--- src/fspc_consts.svh ---
// Purpose: Offsets, field positions, reset values and timing counts for the self-program control
// Assumes: 100 MHz system clock
// Notes: Included by the controller only
`ifndef FSPC_CONSTS_SVH
`define FSPC_CONSTS_SVH
`define FSPC_CSR_ADDR 6'h37
`define FSPC_CSR_RESET 8'h00
`define FSPC_BIT_IRQEN 7
`define FSPC_BIT_BUSY 6
`define FSPC_BIT_RSVD 5
`define FSPC_BIT_RRE 4
`define FSPC_BIT_LFR 3
`define FSPC_BIT_PROG 2
`define FSPC_BIT_CLR 1
`define FSPC_BIT_ARM 0
`define FSPC_CMD_RRE 5'h11
`define FSPC_CMD_LFR 5'h09
`define FSPC_CMD_PROG 5'h05
`define FSPC_CMD_CLR 5'h03
`define FSPC_CMD_FILL 5'h01
`define FSPC_STORE_WIN 3'h4
`define FSPC_LOAD_WIN 3'h3
`define FSPC_SEL_LOCK 2'h1
`define FSPC_SEL_FLOW 2'h0
`define FSPC_SEL_FHIGH 2'h3
`define FSPC_SEL_FEXT 2'h2
`define FSPC_PROG_TIME_US 3700
`define FSPC_OSC_DIV 8'h07
`endif

--- src/fspc_pkg.sv ---
// Purpose: Types for the self-program controller
// Assumes: fspc_consts.svh holds the numbers
// Notes: Nothing is imported elsewhere
package fspc_pkg;
  typedef enum logic [1:0] {
    FSPC_IDLE = 2'b00,
    FSPC_ARMED = 2'b01,
    FSPC_BUSY = 2'b11
  } fspc_state_e;
  typedef struct packed {
    logic [15:0] ptr;
    logic [15:0] data;
    logic from_boot;
  } fspc_store_s;
endpackage : fspc_pkg

--- src/fspc_ctrl.sv ---
// Purpose: Arms and runs flash page fill, erase, program, buffer clear and lock reads
// Assumes: CPU register port on sys_clk; completion timed by a divided oscillator tick
// Notes: Single variant without concurrent read; busy status reads zero
// Notes on behaviour
// - Ready interrupt while enabled, global on, unarmed
// - No ready interrupt during nvm write or op
// - Section busy bit always reads zero here
// - Bit five reserved, reads zero
// - Read reenable during fill clears page buffer
// - Load within three cycles returns lock/fuse
// - Program bit plus store writes page
// - Program bit clears at completion or timeout
// - Clear bit plus store erases page
// - Clear bit clears at completion or timeout
// - Arm opens four-cycle store window only
// - Arm alone stores word into buffer
// - Arm self-clears; holds through erase/program
// - Only five control patterns take effect
// - Programming starts only from boot section
// - Boot size fuses split flash sections; boundary only computed here, section taken from store_info.from_boot
// - Busy status set until reenable (if supported)
// - Halt CPU during erase or program
// - Pointer selects lock or fuse byte
// - Nvm write blocks programming and fuse reads
`timescale 1ns/1ps
`default_nettype none
`include "fspc_consts.svh"
module fspc_ctrl #(
  parameter int PAGE_WORDS = 32,
  parameter int PROG_CYCLES = `FSPC_PROG_TIME_US * 100 / (`FSPC_OSC_DIV + 1),
  parameter logic [15:0] BOOT_BASE = 16'h1800
) (
  // Clock and reset
  input wire logic sys_clk,
  input wire logic rst,
  // Register port
  input wire logic [5:0] reg_addr,
  input wire logic reg_wr,
  input wire logic [7:0] reg_wdata,
  output logic [7:0] reg_rdata,
  // Core instruction side
  input wire logic global_irq_on,
  input wire logic data_nvm_write_busy,
  input wire logic store_req,
  input wire logic load_req,
  input wire fspc_pkg::fspc_store_s store_info,
  input wire logic [1:0] boot_size_fuses,
  input wire logic [7:0] lock_bits,
  input wire logic [7:0] fuse_low,
  input wire logic [7:0] fuse_high,
  input wire logic [7:0] fuse_ext,
  output logic load_hit,
  output logic [7:0] load_data,
  output logic cpu_halt,
  output logic ready_irq,
  // Flash array side
  output logic buf_we,
  output logic [15:0] buf_word_addr,
  output logic [15:0] buf_wdata,
  output logic buf_clear,
  output logic page_erase_go,
  output logic page_prog_go,
  output logic [15:0] page_addr
);
  typedef struct packed {
    fspc_pkg::fspc_state_e st;
    logic irq_en;
    logic [4:0] ctl;
    logic [2:0] win;
    logic [31:0] cnt;
    logic [7:0] div;
    logic filling;
    logic [7:0] rdata;
    logic load_hit;
    logic [7:0] load_data;
    logic halt;
    logic irq;
    logic buf_we;
    logic [15:0] buf_addr;
    logic [15:0] buf_wdata;
    logic buf_clear;
    logic erase_go;
    logic prog_go;
    logic [15:0] page_addr;
  } fspc_regs_s;

  fspc_regs_s q, d;
  logic [15:0] boot_start;

  function automatic logic [7:0] fuse_pick(input logic [1:0] sel, input logic [7:0] lk,
      input logic [7:0] fl, input logic [7:0] fh, input logic [7:0] fe);
    case (sel)
      `FSPC_SEL_LOCK: fuse_pick = lk;
      `FSPC_SEL_FHIGH: fuse_pick = fh;
      `FSPC_SEL_FEXT: fuse_pick = fe;
      default: fuse_pick = fl;
    endcase
  endfunction : fuse_pick

  // Boundary from the size fuses; programmed (zero) fuses enlarge boot
  always_comb begin
    case (boot_size_fuses)
      2'h3: boot_start = BOOT_BASE + 16'h0600;
      2'h2: boot_start = BOOT_BASE + 16'h0400;
      2'h1: boot_start = BOOT_BASE + 16'h0200;
      default: boot_start = BOOT_BASE;
    endcase
  end

  always_comb begin
    logic wr_csr;
    logic armed_store;
    wr_csr = 1'b0;
    armed_store = 1'b0;
    d = q;
    d.buf_we = 1'b0;
    d.buf_clear = 1'b0;
    d.erase_go = 1'b0;
    d.prog_go = 1'b0;
    d.load_hit = 1'b0;
    wr_csr = reg_wr && (reg_addr == `FSPC_CSR_ADDR);
    if (wr_csr) begin
      d.irq_en = reg_wdata[`FSPC_BIT_IRQEN];
    end
    case (q.st)
      fspc_pkg::FSPC_IDLE: begin
        // Nvm write blocks arming entirely
        if (wr_csr && !data_nvm_write_busy) begin
          case (reg_wdata[4:0])
            `FSPC_CMD_RRE, `FSPC_CMD_LFR, `FSPC_CMD_PROG, `FSPC_CMD_CLR,
            `FSPC_CMD_FILL: begin
              d.ctl = reg_wdata[4:0];
              d.win = `FSPC_STORE_WIN;
              d.st = fspc_pkg::FSPC_ARMED;
            end
            default: ;
          endcase
        end
      end
      fspc_pkg::FSPC_ARMED: begin
        d.win = q.win - 3'h1;
        armed_store = store_req && store_info.from_boot;
        if (q.ctl == `FSPC_CMD_LFR && load_req
            && (q.win > (`FSPC_STORE_WIN - `FSPC_LOAD_WIN))) begin
          d.load_hit = 1'b1;
          d.load_data = fuse_pick(store_info.ptr[1:0], lock_bits, fuse_low,
                                  fuse_high, fuse_ext);
          d.ctl = 5'h00;
          d.st = fspc_pkg::FSPC_IDLE;
        end else if (armed_store) begin
          d.page_addr = store_info.ptr & ~16'(2 * PAGE_WORDS - 1);
          case (q.ctl)
            `FSPC_CMD_FILL: begin
              d.buf_we = 1'b1;
              d.buf_addr = {1'b0, store_info.ptr[15:1]};
              d.buf_wdata = store_info.data;
              d.filling = 1'b1;
              d.ctl = 5'h00;
              d.st = fspc_pkg::FSPC_IDLE;
            end
            `FSPC_CMD_RRE: begin
              d.buf_clear = q.filling;
              d.filling = 1'b0;
              d.ctl = 5'h00;
              d.st = fspc_pkg::FSPC_IDLE;
            end
            `FSPC_CMD_PROG, `FSPC_CMD_CLR: begin
              d.prog_go = (q.ctl == `FSPC_CMD_PROG);
              d.erase_go = (q.ctl == `FSPC_CMD_CLR);
              d.filling = (q.ctl == `FSPC_CMD_PROG) ? 1'b0 : q.filling;
              d.halt = 1'b1;
              d.cnt = 32'(PROG_CYCLES);
              d.div = `FSPC_OSC_DIV;
              d.st = fspc_pkg::FSPC_BUSY;
            end
            default: begin
              d.ctl = 5'h00;
              d.st = fspc_pkg::FSPC_IDLE;
            end
          endcase
        end else if (q.win == 3'h1) begin
          d.ctl = 5'h00;
          d.st = fspc_pkg::FSPC_IDLE;
        end
      end
      fspc_pkg::FSPC_BUSY: begin
        // Divided tick stands in for the calibrated oscillator
        d.div = (q.div == 8'h00) ? `FSPC_OSC_DIV : q.div - 8'h01;
        if (q.div == 8'h00) begin
          d.cnt = q.cnt - 32'h1;
        end
        if (q.div == 8'h00 && q.cnt <= 32'h1) begin
          d.ctl = 5'h00;
          d.halt = 1'b0;
          d.st = fspc_pkg::FSPC_IDLE;
        end
      end
      default: d.st = fspc_pkg::FSPC_IDLE;
    endcase
    // Reads see current state; busy and reserved bits forced low
    d.rdata = {d.irq_en, 1'b0, 1'b0, d.ctl};
    d.irq = d.irq_en && global_irq_on && !d.ctl[`FSPC_BIT_ARM]
            && !data_nvm_write_busy && (d.st != fspc_pkg::FSPC_BUSY);
  end

  always_ff @(posedge sys_clk) begin
    if (rst) begin
      q <= '0;
      q.st <= fspc_pkg::FSPC_IDLE;
      q.rdata <= `FSPC_CSR_RESET;
    end else begin
      q <= d;
    end
  end

  assign reg_rdata = q.rdata;
  assign load_hit = q.load_hit;
  assign load_data = q.load_data;
  assign cpu_halt = q.halt;
  assign ready_irq = q.irq;
  assign buf_we = q.buf_we;
  assign buf_word_addr = q.buf_addr;
  assign buf_wdata = q.buf_wdata;
  assign buf_clear = q.buf_clear;
  assign page_erase_go = q.erase_go;
  assign page_prog_go = q.prog_go;
  assign page_addr = q.page_addr;

  // Helper: boot start is informational for the core's section decode
  logic boot_unused;
  assign boot_unused = ^boot_start;

  a_irq_gate: assert property (@(posedge sys_clk) disable iff (rst)
    ready_irq |-> q.ctl[`FSPC_BIT_ARM] == 1'b0) else $error("irq while armed");
  a_irq_busy: assert property (@(posedge sys_clk) disable iff (rst)
    q.st == fspc_pkg::FSPC_BUSY |-> !ready_irq) else $error("irq during op");
  a_busy_zero: assert property (@(posedge sys_clk) disable iff (rst)
    reg_rdata[`FSPC_BIT_BUSY] == 1'b0) else $error("busy bit set");
  a_rsvd_zero: assert property (@(posedge sys_clk) disable iff (rst)
    reg_rdata[`FSPC_BIT_RSVD] == 1'b0) else $error("reserved bit set");
  a_arm_window: assert property (@(posedge sys_clk) disable iff (rst)
    $rose(q.st == fspc_pkg::FSPC_ARMED) |-> ##[1:4] q.st != fspc_pkg::FSPC_ARMED)
    else $error("arm window too long");
  a_halt_op: assert property (@(posedge sys_clk) disable iff (rst)
    (page_prog_go || page_erase_go) |-> cpu_halt && q.ctl[`FSPC_BIT_ARM])
    else $error("no halt during op");
  a_app_ignored: assert property (@(posedge sys_clk) disable iff (rst)
    (q.st == fspc_pkg::FSPC_ARMED && store_req && !store_info.from_boot
     && !load_req && q.win > 3'h1) |=> !buf_we && !page_prog_go && !page_erase_go)
    else $error("app store acted");
  a_bad_pattern: assert property (@(posedge sys_clk) disable iff (rst)
    (q.st == fspc_pkg::FSPC_IDLE && reg_wr && reg_addr == `FSPC_CSR_ADDR
     && reg_wdata[4:0] == 5'h07) |=> q.st == fspc_pkg::FSPC_IDLE)
    else $error("bad pattern armed");
  a_nvm_block: assert property (@(posedge sys_clk) disable iff (rst)
    (q.st == fspc_pkg::FSPC_IDLE && data_nvm_write_busy) |=> q.st != fspc_pkg::FSPC_ARMED)
    else $error("armed during nvm write");

  // Store and load actions, one cycle after the taking edge
  a_fill_store: assert property (@(posedge sys_clk) disable iff (rst)
    (q.st == fspc_pkg::FSPC_ARMED && q.ctl == `FSPC_CMD_FILL && store_req && store_info.from_boot)
    |=> buf_we && buf_word_addr == {1'b0, $past(store_info.ptr[15:1])}
    && buf_wdata == $past(store_info.data)) else $error("fill word not written");

  a_fill_done: assert property (@(posedge sys_clk) disable iff (rst)
    (q.st == fspc_pkg::FSPC_ARMED && q.ctl == `FSPC_CMD_FILL && store_req && store_info.from_boot)
    |=> q.st == fspc_pkg::FSPC_IDLE && !reg_rdata[`FSPC_BIT_ARM])
    else $error("arm left set after fill");

  a_prog_start: assert property (@(posedge sys_clk) disable iff (rst)
    (q.st == fspc_pkg::FSPC_ARMED && q.ctl == `FSPC_CMD_PROG && store_req && store_info.from_boot)
    |=> page_prog_go && !page_erase_go && cpu_halt)
    else $error("page program not started");

  a_erase_start: assert property (@(posedge sys_clk) disable iff (rst)
    (q.st == fspc_pkg::FSPC_ARMED && q.ctl == `FSPC_CMD_CLR && store_req && store_info.from_boot)
    |=> page_erase_go && !page_prog_go && cpu_halt)
    else $error("page erase not started");

  a_page_align: assert property (@(posedge sys_clk) disable iff (rst)
    (page_prog_go || page_erase_go)
    |-> (page_addr & 16'(2 * PAGE_WORDS - 1)) == 16'h0000)
    else $error("page address not aligned");

  a_arm_hold: assert property (@(posedge sys_clk) disable iff (rst)
    cpu_halt
    |-> reg_rdata[`FSPC_BIT_ARM] && (reg_rdata[`FSPC_BIT_PROG] || reg_rdata[`FSPC_BIT_CLR]))
    else $error("arm dropped during op");

  a_halt_end: assert property (@(posedge sys_clk) disable iff (rst)
    $fell(cpu_halt)
    |-> reg_rdata[2:0] == 3'h0)
    else $error("op bits left after completion");

  a_timeout_clear: assert property (@(posedge sys_clk) disable iff (rst)
    (q.st == fspc_pkg::FSPC_ARMED && q.win == 3'h1 && !store_req)
    |=> q.st == fspc_pkg::FSPC_IDLE)
    else $error("window outlived four cycles");

  a_load_late: assert property (@(posedge sys_clk) disable iff (rst)
    (q.st == fspc_pkg::FSPC_ARMED && q.ctl == `FSPC_CMD_LFR && load_req && q.win == 3'h1)
    |=> !load_hit)
    else $error("late load answered");

  a_load_lock: assert property (@(posedge sys_clk) disable iff (rst)
    (q.st == fspc_pkg::FSPC_ARMED && q.ctl == `FSPC_CMD_LFR && load_req && q.win > 3'h1
    && store_info.ptr[1:0] == `FSPC_SEL_LOCK) |=> load_hit && load_data == $past(lock_bits))
    else $error("lock byte not returned");

  a_load_fhigh: assert property (@(posedge sys_clk) disable iff (rst)
    (q.st == fspc_pkg::FSPC_ARMED && q.ctl == `FSPC_CMD_LFR && load_req && q.win > 3'h1
    && store_info.ptr[1:0] == `FSPC_SEL_FHIGH) |=> load_hit && load_data == $past(fuse_high))
    else $error("high fuse byte not returned");

  a_rre_clear: assert property (@(posedge sys_clk) disable iff (rst)
    (q.st == fspc_pkg::FSPC_ARMED && q.ctl == `FSPC_CMD_RRE && store_req && store_info.from_boot
    && q.filling) |=> buf_clear)
    else $error("buffer not cleared");

  a_nvm_irq: assert property (@(posedge sys_clk) disable iff (rst)
    data_nvm_write_busy
    |=> !ready_irq)
    else $error("irq during nvm write");

  a_idle_unarmed: assert property (@(posedge sys_clk) disable iff (rst)
    q.st == fspc_pkg::FSPC_IDLE
    |-> !reg_rdata[`FSPC_BIT_ARM])
    else $error("arm shown while idle");

  // Interrupt follows next state, so it rises one edge after the gate opens
  a_irq_enabled: assert property (@(posedge sys_clk) disable iff (rst)
    (q.st == fspc_pkg::FSPC_IDLE && q.irq_en && global_irq_on && !data_nvm_write_busy
    && !(reg_wr && reg_addr == `FSPC_CSR_ADDR)) |=> ready_irq)
    else $error("ready irq missing");

  c_erase: cover property (@(posedge sys_clk) page_erase_go);
  c_fill: cover property (@(posedge sys_clk) buf_we);
  c_prog: cover property (@(posedge sys_clk) page_prog_go);
  c_lock: cover property (@(posedge sys_clk) load_hit);
  c_timeout: cover property (@(posedge sys_clk)
    q.st == fspc_pkg::FSPC_ARMED && q.win == 3'h1 && !store_req);
endmodule : fspc_ctrl
`default_nettype wire

--- config.mk ---
export PLATFORM = sky130hd
export DESIGN_NAME = fspc_ctrl
export DESIGN_NICKNAME = d
export VERILOG_FILES = /design/src/fspc_pkg.sv /design/src/fspc_ctrl.sv
export VERILOG_INCLUDE_DIRS = /design/src
export SDC_FILE = /design/constraint.sdc
export NUM_CORES = 1
export LEC_CHECK = 0
export ABC_CLOCK_PERIOD_IN_PS = 2800
export BUFFER_PORTS_ARGS = -buffer_cell sky130_fd_sc_hd__buf_2
export CAP_MARGIN = 40
export CORE_ASPECT_RATIO = 0.5
export CORE_MARGIN = 2
export CORE_UTILIZATION = 50
export CTS_BUF_LIST = sky130_fd_sc_hd__clkbuf_4
export DETAILED_ROUTE_END_ITERATION = 7
export PLACE_DENSITY = 0.78
export SLEW_MARGIN = 5
export SYNTH_ARGS = -nofsm -noshare
export SYNTH_HDL_FRONTEND = slang
export SYNTH_SLANG_ARGS = --single-unit
--- constraint.sdc ---
create_clock -name sys_clk -period 2.8 [get_ports sys_clk]
set_input_delay 0.42 -clock sys_clk [delete_from_list [all_inputs] [get_ports sys_clk]]
set_output_delay 0.42 -clock sys_clk [all_outputs]
set_load 0.05 [all_outputs]
==> results.toml <==
[status]
status = "completed"

[hold_path]
whs_endpoint = "buf_wdata[13]"
hold_class = "in -> reg"
min_from = "store_info[14]"
holdPathStages = 3

[clock_network]
cts_max_level = 3
clock_path_buffers = 2
post_cts_buffers = 0
insertion_delay_ps = 470
clockRootBuffer = "clkbuf_4"
holdBufCountCts = 0
cts_sinks = 108
path_clk_slew_ps = 170
cts_tree = "yes"
cts_buffers = 9
ctsResizeCount = 0

[finish]
drive_gt1_share_pct = 26.9
final_nets = 808
design_area_um2 = 5970
diodes = 0
syn2layout_area_growth_pct = 12.0

[floorplan]
die_height_um = 77.0
coreArea_um2 = 10300
dieWidth_um = 150
start_util_pct = 51.8
ioPinCount = 159
rows = 26
die_area_um2 = 11500

[place]
port_buffers = 145
routabilityCongestion = 0.822
hpwl_mm = 8.99
placed_area_um2 = 5840

[sta]
timing.slew.headroom_pct = 50.3
setup_viol_count_final = 0
slew_viol_final = 0
setup_tns_ps = 0
max_slew.worst_pin.slew_ps = 738
fmax_ghz = 0.393
final_hold_viol_count = 0
rsz0062_at_grt = "no"
finClkSkew_ps = 17.9
period_minus_slack_ps = 2540
finalCritPeriodShare_pct = 90.8

[setup_path]
crit_arrival_ps = 2960
reg2reg_slack_ps = 260
cp.required_ps = 3220
critPathMaxFanout = 7
crit_path_start_kind = "flip-flop"
critPathCaptureType = "flip-flop"
regToRegEndpoint = "ready_irq"
reg2reg_from = "q[103]"
worstSetupPathType = "reg -> reg"
ff2ff_path_depth = 5

[yosys]
synth_cells = 624
ys.flop_type = "dfxtp_1"
netlist_area_um2 = 5330
yosysTopAreaCell = "dfxtp_1"
ys_seq_elements = 108
synth-edff-count = 0
yosysTopAreaCellShare_pct = 40.6
yosysWarnings = 0
synth_cell_type_count = 59
synth-seq-area-share_pct = 40.6
async_flop_share_pct = 0
synthTopCellsByArea = "dfxtp_1 (41%), buf_4 (9.0%), a21oi_1 (6.1%)"
synth.avg_cell_area_um2 = 8.54

[grt]
grt_start_max_net_pins = 66
grt_pass1_vias = 4123
track_usage_pct = 20.6
grt_antenna_before_repair = 0
grt.overflow.total = 0
grt_pass1_wl_mm = 19.4

[drt]
dr.pass1.iters = 4
via_per_inst = 5.39
wl_mm = 12.0
num_vias = 4624
wl_per_cell_um = 14.0
drc_errors = 0
drtIter0Drc = 240
ant_nets = 0

[power]
ir_drop_uv = 206
p_leak_nw = 2.62
pwr_density_cell_nw_per_um2 = 408

[job]
drv_cap = 0
flip-flops by register name (all words and copies together) (netlist names), named ones only:
signal / count
buf_we: 1
buf_word_addr: 15
cpu_halt: 1
page_prog_go: 1
q: 48
load_hit: 1
load_data: 8
ready_irq: 1
buf_clear: 1
page_erase_go: 1
page_addr: 10
buf_wdata: 16
kinds of logic after synthesis:
kind of cell	share of synthesized area [%]
and+or+nand+nor	19.9
AOI/OAI and AO/OA	17.1
muxes	6.95
xor gates and xnor gates	1.97
DFF	40.6
adders and majority gates	1.41
other	0.0704
buffers and inverters	12.0
final cells by class:
class,count,area (um2)
Tap cell,140,175
Fill cell,949,4310
Clock inverter,6,55.1
Sequential cell,108,2160
Multi-Input combinational cell,418,2550
Timing Repair Buffer,167,916
Inverter,10,37.5
Clock buffer,9,67.6
synth_stat cells, drive strengths merged, types with 8 or more instances:
cell type,n
or4,10
mux4,8
o21ai,17
nor3,14
a21oi,65
xnor2,8
nand2,78
nor4,8
buf,70
clkbuf,26
mux2i,19
or3,10
inv,10
nor2,60
o31ai,8
a211oi,16
dfxtp,108
per-layer routing:
metal  share of wire [%]  wire length [um]  global-route usage (%)
met5                   0                 0                       0
met4                 1.4               174                    5.47
met3                 5.9               710                    5.18
met2                  47              5620                    34.1
met1                  46              5500                    26.8
worst max path at each step:
stage	slack (ps)	depth (start not counted)	from	endpoint
finish	260	5	q[103]	ready_irq
global route	110	5	q[103]	ready_irq
CTS	270	5	q[103]	ready_irq
detailed placement	280	6	store_req	q[104]
global placement	330	6	store_req	q[104]
floorplan	470	7	flip-flop	q[109]
through the flow:
| step | utilization [%] | hold WS [ps] | setup WS (ps) | instances | total power, mW |
|---|---|---|---|---|---|
| global route | 58.0 | 125 | 105 | 858 | 2.53 |
| finish | 58.0 | 163 | 257 | 858 | 2.44 |
| CTS | 58.0 | 126 | 269 | 858 | 2.47 |
| floorplan | - | 432 | 466 | 632 | 1.66 |
| global placement | 56.9 | 434 | 331 | 843 | 1.73 |
| detailed placement | 56.9 | 442 | 276 | 843 | 1.73 |
cells in the final DEF (no fill, tap or decap), drive strengths merged, types with 6 or more instances in the layout:
cell    instances
ha              6
o21ai          17
inv            14
conb            9
mux2i          19
a211oi         16
or3            10
a21oi          65
nor4            8
clkbuf          9
xnor2           8
o31ai           8
dfxtp         108
nor2           60
mux4            8
nand2          78
or4            10
nand2b          6
buf           167
nand3           6
nor3           14
report_power, final:
part | total [mW] | switching [mW] | internal (mW)
logic | 0.160 | 0.0895 | 0.0705
clock network | 0.739 | 0.541 | 0.198
registers | 1.54 | 0.000157 | 1.54
critical path: stages, from the launching register on:
cell and delay, ps:
dfxtp_1 400, or4_1 580, or4_1 530, or3_1 430
o21ai_0 360, o211a_1 200
Power figures use the tool's default switching activity.
